`src/inc/posc_pkg.sv`:
```
// constants for the power-on strap capture block
// assumes a single 100 MHz clock and an index/data i/o port pair reached by the host
// Overview of operation
// RULE1: sample low memory data straps when reset ends
// RULE2: index port 22h, data port 23h, index 4Ah
// RULE3: bits 7-6 set pci clock pll range
// RULE4: bit 5 selects async or sync memory clock
// RULE5: bit 4 is first pci divisor strap
// RULE6: cpu multiplier strap: 0 times one, 1 times two
// RULE7: board holds reserved straps at required levels; the board model passes bits 1-0 from user_md
// RULE8: bus select strap: 0 isa, 1 local bus
// RULE9: pll code 00 low range, 01 high, 1x reserved
// RULE10: pci clock is host clock over 4, 3 or 2
package posc_pkg;
  localparam logic [15:0] IDX_PORT = 16'h0022;
  localparam logic [15:0] DATA_PORT = 16'h0023;
  localparam logic [7:0] POWER_ON_STRAP_CONFIG_0_IDX = 8'h4A;
  localparam int PLL_MSB = 7;
  localparam int PLL_LSB = 6;
  localparam int SYNC_BIT = 5;
  localparam int DIV_A_BIT = 4;
  localparam logic [7:0] RSV_MASK = 8'h03;
  localparam logic [7:0] POWER_ON_STRAP_CONFIG_0_RST = 8'h00;
  localparam logic [7:0] IDX_RST = 8'h00;
  localparam int SYNC_STAGES = 2;
  typedef enum logic [1:0] {
    POSC_PLL_LOW = 2'b00,
    POSC_PLL_HIGH = 2'b01,
    POSC_PLL_RSV = 2'b10
  } posc_pll_t;
  typedef enum logic [1:0] {
    POSC_DIV4 = 2'b00,
    POSC_DIV3 = 2'b01,
    POSC_DIV2 = 2'b10
  } posc_div_t;
  typedef enum logic [1:0] {
    POSC_ST_SAMPLE = 2'b00,
    POSC_ST_LATCH = 2'b01,
    POSC_ST_RUN = 2'b10
  } posc_state_t;
endpackage

```
`src/rtl/posc_strap_capture.sv`:
```
// power-on strap capture: latches strap pins after reset and serves register 0
// assumes the board drives the straps during reset and an i/o bus cycle strobe on clk_sys
`timescale 1ns/1ps
`default_nettype none
module posc_strap_capture (
  input wire logic clk_sys,
  input wire logic arst_n,
  input wire logic [7:0] md_low_pins,
  input wire logic pci_div_strap_b,
  input wire logic cpu_multiplier_strap,
  input wire logic bus_select_strap,
  input wire logic io_wr,
  input wire logic io_rd,
  input wire logic [15:0] io_addr,
  input wire logic [7:0] io_wdata,
  output logic [7:0] io_rdata,
  output logic io_rvalid,
  output logic [1:0] pci_pll_range,
  output logic pll_range_reserved,
  output logic clock_sync_mode,
  output logic [1:0] pci_div_sel,
  output logic cpu_x2_mode,
  output logic local_bus_sel,
  output logic straps_valid
);
  // straps are board levels, so they go through two flops first
  logic [10:0] pin_s1_q;
  logic [10:0] pin_s2_q;
  logic [7:0] power_on_strap_config_0_q;
  logic div_b_q;
  logic cpu_x2_q;
  logic local_bus_q;
  logic [7:0] index_q;
  posc_pkg::posc_state_t state_q;
  posc_pkg::posc_state_t state_d;

  // no reset here on purpose: the flops follow the pins while reset is low,
  // otherwise the capture edge would latch the cleared synchroniser, not the straps
  always_ff @(posedge clk_sys) begin
    pin_s1_q <= {bus_select_strap, cpu_multiplier_strap, pci_div_strap_b, md_low_pins};
    pin_s2_q <= pin_s1_q;
  end

  // two cycles after release the synchroniser holds the real strap levels
  always_comb begin
    case (state_q)
      posc_pkg::POSC_ST_SAMPLE: state_d = posc_pkg::POSC_ST_LATCH;
      posc_pkg::POSC_ST_LATCH: state_d = posc_pkg::POSC_ST_RUN;
      posc_pkg::POSC_ST_RUN: state_d = posc_pkg::POSC_ST_RUN;
      default: state_d = posc_pkg::POSC_ST_SAMPLE;
    endcase
  end

  // full 16-bit compare, so aliases of the two ports higher up are not taken
  function automatic logic port_hit(input logic [15:0] addr, input logic [15:0] port);
    port_hit = (addr == port);
  endfunction

  wire capture = (state_q == posc_pkg::POSC_ST_LATCH);
  wire at_idx = port_hit(io_addr, posc_pkg::IDX_PORT);
  wire at_data = port_hit(io_addr, posc_pkg::DATA_PORT);
  wire idx_wr = io_wr && at_idx;
  wire sel_power_on_strap_config_0 = (index_q == posc_pkg::POWER_ON_STRAP_CONFIG_0_IDX);
  wire data_wr = io_wr && at_data && sel_power_on_strap_config_0;
  wire [7:0] power_on_strap_config_0_wmask = ~posc_pkg::RSV_MASK;
  wire [7:0] rd_mux = at_idx ? index_q : (at_data && sel_power_on_strap_config_0) ? power_on_strap_config_0_q : 8'h00;

  always_ff @(posedge clk_sys or negedge arst_n) begin
    if (!arst_n) begin
      state_q <= posc_pkg::POSC_ST_SAMPLE;
      power_on_strap_config_0_q <= posc_pkg::POWER_ON_STRAP_CONFIG_0_RST;
      div_b_q <= 1'b0;
      cpu_x2_q <= 1'b0;
      local_bus_q <= 1'b0;
      index_q <= posc_pkg::IDX_RST;
      io_rdata <= 8'h00;
      io_rvalid <= 1'b0;
    end else begin
      state_q <= state_d;
      if (capture) begin
        power_on_strap_config_0_q <= pin_s2_q[7:0] & power_on_strap_config_0_wmask; // [RULE1]
        div_b_q <= pin_s2_q[8];
        cpu_x2_q <= pin_s2_q[9]; // [RULE6]
        local_bus_q <= pin_s2_q[10]; // [RULE8]
      end else if (data_wr) begin
        // software may override the sampled setting; reserved bits stay zero
        power_on_strap_config_0_q <= io_wdata & power_on_strap_config_0_wmask; // [RULE2]
      end
      if (idx_wr) begin
        index_q <= io_wdata; // [RULE2]
      end
      io_rvalid <= io_rd;
      io_rdata <= io_rd ? rd_mux : 8'h00; // [RULE2]
    end
  end

  // decoded outputs, registered so every output leaves a flop
  wire [1:0] pll_code = power_on_strap_config_0_q[posc_pkg::PLL_MSB:posc_pkg::PLL_LSB];
  wire pll_rsv = power_on_strap_config_0_q[posc_pkg::PLL_MSB]; // [RULE9]
  wire div_a = power_on_strap_config_0_q[posc_pkg::DIV_A_BIT];
  wire [1:0] div_code = !div_a ? posc_pkg::POSC_DIV4 :
                        (!div_b_q ? posc_pkg::POSC_DIV3 : posc_pkg::POSC_DIV2);

  always_ff @(posedge clk_sys or negedge arst_n) begin
    if (!arst_n) begin
      pci_pll_range <= 2'h0;
      pll_range_reserved <= 1'b0;
      clock_sync_mode <= 1'b0;
      pci_div_sel <= 2'h0;
      cpu_x2_mode <= 1'b0;
      local_bus_sel <= 1'b0;
      straps_valid <= 1'b0;
    end else begin
      pci_pll_range <= pll_code; // [RULE3]
      pll_range_reserved <= pll_rsv; // [RULE9]
      clock_sync_mode <= power_on_strap_config_0_q[posc_pkg::SYNC_BIT]; // [RULE4]
      pci_div_sel <= div_code; // [RULE5] [RULE10]
      cpu_x2_mode <= cpu_x2_q; // [RULE6]
      local_bus_sel <= local_bus_q; // [RULE8]
      straps_valid <= (state_q == posc_pkg::POSC_ST_RUN);
    end
  end

  property p_capture;
    @(posedge clk_sys) disable iff (!arst_n)
      capture |=> power_on_strap_config_0_q == ($past(pin_s2_q[7:0]) & ~posc_pkg::RSV_MASK);
  endproperty
  a_capture: assert property (p_capture) else $error("power_on_strap_config_0 not loaded from pins"); // [RULE1]

  property p_index;
    @(posedge clk_sys) disable iff (!arst_n)
      io_rd && io_addr == posc_pkg::DATA_PORT && index_q == posc_pkg::POWER_ON_STRAP_CONFIG_0_IDX
        |=> io_rvalid && io_rdata == $past(power_on_strap_config_0_q);
  endproperty
  a_index: assert property (p_index) else $error("data port read wrong"); // [RULE2]

  property p_pll;
    @(posedge clk_sys) disable iff (!arst_n)
      1'b1 |=> pci_pll_range == $past(power_on_strap_config_0_q[posc_pkg::PLL_MSB:posc_pkg::PLL_LSB]);
  endproperty
  a_pll: assert property (p_pll) else $error("pll range mismatch"); // [RULE3]

  property p_sync;
    @(posedge clk_sys) disable iff (!arst_n)
      1'b1 |=> clock_sync_mode == $past(power_on_strap_config_0_q[posc_pkg::SYNC_BIT]);
  endproperty
  a_sync: assert property (p_sync) else $error("sync mode mismatch"); // [RULE4]

  property p_div4;
    @(posedge clk_sys) disable iff (!arst_n)
      !power_on_strap_config_0_q[posc_pkg::DIV_A_BIT] |=> pci_div_sel == posc_pkg::POSC_DIV4;
  endproperty
  a_div4: assert property (p_div4) else $error("divide by four expected"); // [RULE5]

  property p_div;
    @(posedge clk_sys) disable iff (!arst_n)
      power_on_strap_config_0_q[posc_pkg::DIV_A_BIT] |=> pci_div_sel == ($past(div_b_q) ? posc_pkg::POSC_DIV2 : posc_pkg::POSC_DIV3);
  endproperty
  a_div: assert property (p_div) else $error("divide three or two wrong"); // [RULE10]

  property p_cpu;
    @(posedge clk_sys) disable iff (!arst_n) capture |-> ##2 cpu_x2_mode == $past(pin_s2_q[9], 2);
  endproperty
  a_cpu: assert property (p_cpu) else $error("cpu multiplier not captured"); // [RULE6]

  property p_bus;
    @(posedge clk_sys) disable iff (!arst_n) capture |-> ##2 local_bus_sel == $past(pin_s2_q[10], 2);
  endproperty
  a_bus: assert property (p_bus) else $error("bus select not captured"); // [RULE8]

  property p_rsv;
    @(posedge clk_sys) disable iff (!arst_n)
      1'b1 |=> pll_range_reserved == $past(power_on_strap_config_0_q[posc_pkg::PLL_MSB]);
  endproperty
  a_rsv: assert property (p_rsv) else $error("reserved pll code flag wrong"); // [RULE9]

  property p_data_wr;
    @(posedge clk_sys) disable iff (!arst_n)
      data_wr && !capture |=> power_on_strap_config_0_q == ($past(io_wdata) & ~posc_pkg::RSV_MASK);
  endproperty
  a_data_wr: assert property (p_data_wr) else $error("data port write not applied"); // [RULE2]

  // a data write with another index selected must leave the straps alone
  property p_wr_refused;
    @(posedge clk_sys) disable iff (!arst_n)
      io_wr && io_addr == posc_pkg::DATA_PORT && index_q != posc_pkg::POWER_ON_STRAP_CONFIG_0_IDX && !capture |=> $stable(power_on_strap_config_0_q);
  endproperty
  a_wr_refused: assert property (p_wr_refused) else $error("write with wrong index changed power_on_strap_config_0"); // [RULE2]

  property p_idx_wr;
    @(posedge clk_sys) disable iff (!arst_n)
      io_wr && io_addr == posc_pkg::IDX_PORT |=> index_q == $past(io_wdata);
  endproperty
  a_idx_wr: assert property (p_idx_wr) else $error("index write not taken"); // [RULE2]

  property p_idx_rd;
    @(posedge clk_sys) disable iff (!arst_n)
      io_rd && io_addr == posc_pkg::IDX_PORT |=> io_rvalid && io_rdata == $past(index_q);
  endproperty
  a_idx_rd: assert property (p_idx_rd) else $error("index read wrong"); // [RULE2]

  property p_other_rd;
    @(posedge clk_sys) disable iff (!arst_n)
      io_rd && io_addr != posc_pkg::IDX_PORT && io_addr != posc_pkg::DATA_PORT |=> io_rvalid && io_rdata == 8'h00;
  endproperty
  a_other_rd: assert property (p_other_rd) else $error("foreign port read not zero"); // [RULE2]

  property p_idle_rd;
    @(posedge clk_sys) disable iff (!arst_n) !io_rd |=> !io_rvalid && io_rdata == 8'h00;
  endproperty
  a_idle_rd: assert property (p_idle_rd) else $error("read data outside a read"); // [RULE2]

  property p_valid;
    @(posedge clk_sys) disable iff (!arst_n) capture |-> ##2 straps_valid;
  endproperty
  a_valid: assert property (p_valid) else $error("straps valid late"); // [RULE1]

  property p_not_valid;
    @(posedge clk_sys) disable iff (!arst_n) state_q != posc_pkg::POSC_ST_RUN |=> !straps_valid;
  endproperty
  a_not_valid: assert property (p_not_valid) else $error("straps valid before capture"); // [RULE1]

  // capture-only straps must not move between resets
  property p_x2_hold;
    @(posedge clk_sys) disable iff (!arst_n) straps_valid && $past(straps_valid) |-> $stable(cpu_x2_mode);
  endproperty
  a_x2_hold: assert property (p_x2_hold) else $error("cpu multiplier moved after capture"); // [RULE6]

  property p_bus_hold;
    @(posedge clk_sys) disable iff (!arst_n) straps_valid && $past(straps_valid) |-> $stable(local_bus_sel);
  endproperty
  a_bus_hold: assert property (p_bus_hold) else $error("bus select moved after capture"); // [RULE8]

  c_capture: cover property (@(posedge clk_sys) disable iff (!arst_n) capture ##2 straps_valid);
  c_write: cover property (@(posedge clk_sys) disable iff (!arst_n) data_wr);
  c_read: cover property (@(posedge clk_sys) disable iff (!arst_n) io_rvalid && sel_power_on_strap_config_0);
  c_rsv: cover property (@(posedge clk_sys) disable iff (!arst_n) pll_range_reserved && straps_valid);
  c_div3: cover property (@(posedge clk_sys) disable iff (!arst_n)
    pci_div_sel == posc_pkg::POSC_DIV3 && straps_valid);
endmodule
`default_nettype wire

```
`config.mk`:
```
export PLATFORM = sky130hd
export DESIGN_NAME = posc_strap_capture
export DESIGN_NICKNAME = d
export VERILOG_FILES = /design/src/inc/posc_pkg.sv /design/src/rtl/posc_strap_capture.sv
export SDC_FILE = /design/constraint.sdc
export NUM_CORES = 1
export LEC_CHECK = 0
export BUFFER_PORTS_ARGS = -buffer_cell sky130_fd_sc_hd__buf_2
export CAP_MARGIN = 30
export CORE_MARGIN = 4
export CORE_UTILIZATION = 40
export DETAILED_ROUTE_END_ITERATION = 7
export GPL_TIMING_DRIVEN = 0
export PLACE_DENSITY = 0.67
export SLEW_MARGIN = 20
export SYNTH_ARGS = -nofsm -noshare
export SYNTH_HDL_FRONTEND = slang
export SYNTH_SLANG_ARGS = --single-unit
```
`constraint.sdc`:
```
create_clock -name clk_sys -period 1.5 [get_ports clk_sys]
set_input_delay 0.15 -clock clk_sys [delete_from_list [all_inputs] [get_ports clk_sys]]
set_output_delay 0.15 -clock clk_sys [all_outputs]
set_load 0.1 [all_outputs]
```
---- Word-level counts from Yosys, hierarchy flattened ----
Cells that the tools add are included.
word-level totals
  flip-flop bits (word level) ............. 61
  memory bits (writable) .................. 0
  memories ................................ 0
  logic and storage cells ................. 37
  ROM bits ................................ 0
  input bits .............................. 39
  latch bits .............................. 0
  output and inout port bits .............. 18
cells by class
  multiply operators ...................... 0
  reduce and logical (&&, ||, !) cells .... 7
  divide/modulo/power cells ............... 0
  equality and inequality tests ........... 5
  bitwise operators ....................... 0
  $add $sub $neg .......................... 0
  shift operators ......................... 0
  muxes and demuxes ....................... 8
  $lt $le $gt $ge ......................... 0
operators by type and width
  kind                                                               number
  8-bit two-way mux                                                  5
  16-bit by 6-bit == test with 1-bit output (second input constant)  2
  8-bit by 7-bit == test with 1-bit output (second input constant)   1
  1-bit logical AND                                                  4
  2-bit two-way mux                                                  2
  2-bit case mux with 2 select lines                                 1
  2-bit by 1-bit == test with 1-bit output (second input constant)   1
  2-bit == test (second input constant)                              1
  2-bit zero test                                                    1
  2-bit nonzero test                                                 1
  2-bit OR reduction                                                 1

---- Depth between registers and ports, before layout ----
  word-level depth ........................ 5
  depth in mapped cells ................... 5
  mapped depth without buffers ............ 4

---- Worst setup path before layout ----
OpenSTA, ideal clock, no wires.
  kind .................................... register to output
  start ................................... register pci_pll_range[1]
  end ..................................... output pci_pll_range[1]
  required time ........................... 1.350 ns
  stages on the path, launching flop included .. 2
  path buffers ............................ 1
  slack ................................... 0.026 ns
  data arrival time ....................... 1.324 ns
  path through ............................ dfrtp_1 -> buf_4
RTL lines
  what                    RTL line                   RTL
  from (decl)             posc_strap_capture.sv:18   output logic [1:0] pci_pll_range,
  from (signal assigned)  posc_strap_capture.sv:114  pci_pll_range <= pll_code;
No word-level cell between the ends.

---- Final worst setup path ----
  start ................................... register index_q[4]
  end ..................................... register io_rdata[6]
on the way
  longest elaborated chain between the ends .. 5
ends and longest elaborated chain
  what                                      RTL line                  RTL
  from (decl)                               posc_strap_capture.sv:33  logic [7:0] index_q;
  from (signal assigned)                    posc_strap_capture.sv:75  index_q <= posc_pkg::IDX_RST;
  from (signal assigned)                    posc_strap_capture.sv:90  index_q <= io_wdata;
  8-bit by 7-bit == test with 1-bit output  posc_strap_capture.sv:63  wire sel_power_on_strap_config_0 = (index_q == posc_pkg::POWER_ON_STRAP_CONFIG_0_IDX);
  1-bit logical AND                         posc_strap_capture.sv:66  wire [7:0] rd_mux = at_idx ? index_q : (at_data && sel_power_on_strap_config_0) ? power_on_strap_config_0_q : ...
  8-bit two-way mux (2 in a row)            posc_strap_capture.sv:66
  8-bit two-way mux                         posc_strap_capture.sv:93  io_rdata <= io_rd ? rd_mux : 8'h00;
  to (signal assigned)                      posc_strap_capture.sv:93
  to (decl)                                 posc_strap_capture.sv:16  output logic [7:0] io_rdata,
No other way between the ends.
A chain may end at the register's enable or synchronous reset.

==> results.cfg <==
[outcome]
status = completed

[power]
combPwrFrac = 0.089
sw_frac_of_total = 0.234
power.leakage_nw = 1.21
switching_power_mw = 0.609
irDropWorstVdd_mv = 0.483
internal-power_mw = 2.00
seq_power_share = 0.581
p_per_area_nw_per_um2 = 1040
p_clk_frac = 0.330

[worst_setup_path]
cp-end-kind = flip-flop
start_kind = flip-flop
path_cells = nor4_4, and2_1, clkbuf_8, and4_4, a22o_2
crit_arrival_ns = 1.75
cp_slowest_cell = dfrtp_1
crit_fanout = 8
worstSetupPathType = reg -> reg
crit_required_ns = 1.75
slowest_delay_ns = 0.42

[floorplanning]
initial_core_util = 0.423
io-pin-count = 57
die_w_um = 76.8
core_um2 = 4470
dieHeight_um = 76.8
die_area_um2 = 5900
rows = 24

[synth]
ys_seq_area_frac = 0.666
synthArstFlopShare = 0.667
synth_area_per_cell_um2 = 14.4
ys_seq_elements = 54
synth_edf_count = 0
synth_nets = 174
ys_warn_count = 0
ys.flop_type = dfrtp_1
yosysUniqueCellTypes = 30
synth_cells = 132
syn_area_um2 = 1890

[grt]
antenna_found_initial = 0
track_usage = 0.132
grtUsageMet2 = 0.240
use_met1 = 0.138
grt_pass1_wl_um = 6110
grt_pass1_vias = 1297
overflow = 0
grt-busiest-layer = met2
grt_max_degree = 37
grt.met3_usage = 0.0422

[routing]
dr.first_iter.drc_count = 64
first_pass_iters = 4
routedWlPerCell_um = 14.0
vias = 1273
detail-route-antenna-nets = 0
drc = 0
totalWireLength_um = 3640
viasPerCell = 4.90

[timing]
max_freq_mhz = 667
rsz0062_at_grt = yes
setup_viol = 0
slew_viol_final = 0
finalCritPeriodShare = 1.00
layout_setup_ws_ns = 0.000430
final.setup_skew_ns = 0.0107
report.final.hold_viol_count = 0
tightestPinTransition_ns = 0.782
slew_headroom = 0.479
period_minus_slack_ns = 1.50

[placed_design]
port-buffer-count = 54
placed_cell_area_um2 = 2230
gp_congestion = 0.740
detailedPlacementHpwl_um = 2750
dp_slack_ns = -0.112

[clocking]
cts_sinks = 54
root_buffer = clkbuf_8
cts.path.max_buffers = 2
cts.clk_slew.worst_paths_ns = 0.09
cts_buffers = 5
cts_tree = done
clock_latency_ns = 0.30
htree_levels = 2

[final_layout]
area_growth_pct = 31.8
drive_gt1_frac = 0.447
antenna_cells = 0
fin_area_um2 = 2500
final.fill_count = 368
fin_nets = 249
final_util = 0.558

[hold_path]
hp-class = in -> reg

[job]
max_cap_violations = 0
==> cells in the mapped netlist (2+ instances only) <==
| cell type | instances | share of area |
|---|---|---|
| dfrtp_1 | 36 | 0.48 |
| clkbuf_1 | 2 | 0.0040 |
| dfxtp_1 | 18 | 0.19 |
| a41oi_1 | 5 | 0.023 |
| a22o_2 | 5 | 0.026 |
| and4_1 | 2 | 0.0092 |
| and4b_1 | 3 | 0.016 |
| o21ai_0 | 6 | 0.016 |
| buf_4 | 2 | 0.0079 |
| and3_1 | 3 | 0.0099 |
| and2_1 | 4 | 0.013 |
| ha_1 | 3 | 0.020 |
| nor2b_1 | 7 | 0.023 |
| nor4_1 | 3 | 0.0099 |
| mux2_2 | 11 | 0.065 |
| inv_1 | 2 | 0.0040 |
| nor4_4 | 2 | 0.022 |
| a21oi_1 | 6 | 0.016 |
==> cells by family after synthesis <==
family / after synthesis / synth area share
compound gates: 24 / 0.0885
fa+ha+maj: 3 / 0.0198
buf+inv: 9 / 0.0271
flops: 54 / 0.666
mux: 11 / 0.0654
simple gates: 31 / 0.133
==> layer usage <==
metal | share of wire | wire length, um
met5 | 0 | 0
met4 | 0.021 | 78
met3 | 0.046 | 169
met2 | 0.55 | 2000
met1 | 0.38 | 1380
==> what timing repair did <==
| item | CTS | global route |
|---|---|---|
| hold buffers | 11 | 0 |
| setup endpoints to repair | 12 | 12 |
| hold endpoints to repair | 46 | 0 |
| gates cloned | 0 | 0 |
| setup buffers | 2 | 1 |
| pin swaps | 4 | 1 |
| gates resized for setup | 4 | 8 |
==> placed cells by master (no fill, tap or decap), types with 6 or more instances in the layout <==
master / synthesis / routed
buf_2: 1 / 55
clkbuf_8: 0 / 8
dfxtp_1: 18 / 18
a21oi_1: 6 / 6
nor2b_1: 7 / 7
dlygate4sd3_1: 0 / 11
mux2_2: 11 / 11
dfrtp_1: 36 / 36
==> power groups by stage <==
stage / clock network [mW] / registers [mW] / logic (mW)
floorplan: 0 / 1.62 / 0.0338
global placement: 0 / 1.54 / 0.206
detailed placement: 0 / 1.54 / 0.211
CTS: 0.885 / 1.51 / 0.233
global route: 0.956 / 1.52 / 0.247
finish: 0.860 / 1.51 / 0.231
==> flip-flops by register name, summed over array words and instances, names as in the netlist <==
| name | cells |
|---|---|
| straps_valid | 1 |
| state_q | 2 |
| power_on_strap_config_0_q | 6 |
| index_q | 8 |
| pin_s1_q | 9 |
| pci_pll_range | 2 |
| cpu_x2_q | 1 |
| pin_s2_q | 9 |
| local_bus_sel | 1 |
| pci_div_sel | 2 |
| io_rvalid | 1 |
| clock_sync_mode | 1 |
| io_rdata | 8 |
| div_b_q | 1 |
| local_bus_q | 1 |
| cpu_x2_mode | 1 |
==> cell type report <==
class / count / area (um2) / share of cell area
timing repair buffer: 68 / 403 / 0.161
multi-input combinational: 69 / 602 / 0.241
inverter: 2 / 7.51 / 0.00301
buffer: 7 / 53.8 / 0.0215
tap: 52 / 65.1 / 0.0261
clock inverter: 1 / 8.76 / 0.00351
clock buffer: 7 / 96.3 / 0.0386
sequential: 54 / 1260 / 0.505
==> worst paths after layout <==
check / from / slack (ns) / endpoint / cells past startpoint
worst max-delay path: index_q[4] / 0.0004 / io_rdata[6] / 5
worst min-delay path: io_wdata[0] / 0.07 / index_q[0] / 2
worst max register to register: index_q[4] / 0.0004 / io_rdata[6] / 5
worst min register to register: pin_s1_q[9] / 0.33 / pin_s2_q[9] / 0
max in group asynchronous: arst_n / 0.52 / index_q[3] / 2
min in group asynchronous: arst_n / 0.48 / state_q[0] / 2
==> per-stage QoR <==
step / setup TNS [ns] / hold slack [ns] / power [mW] / instances
after floorplan: 0 / -0.146 / 1.65 / 132
after global placement: -0.540 / 0.249 / 1.75 / 238
after detailed placement: -1.35 / 0.254 / 1.76 / 238
after CTS: -0.00588 / 0.0679 / 2.63 / 259
after global routing: -0.393 / 0.0553 / 2.72 / 260
final: 0 / 0.0706 / 2.61 / 260
==> worst max-delay path, delay by kind of cell, from the launching register on <==
family,cells,cell delay (ns)
buffers and inverters,1,0.15
AOI/OAI and AO/OA,1,0.15
and+or+nand+nor,3,0.72
DFF,1,0.42
Power figures use the tool's default switching activity.
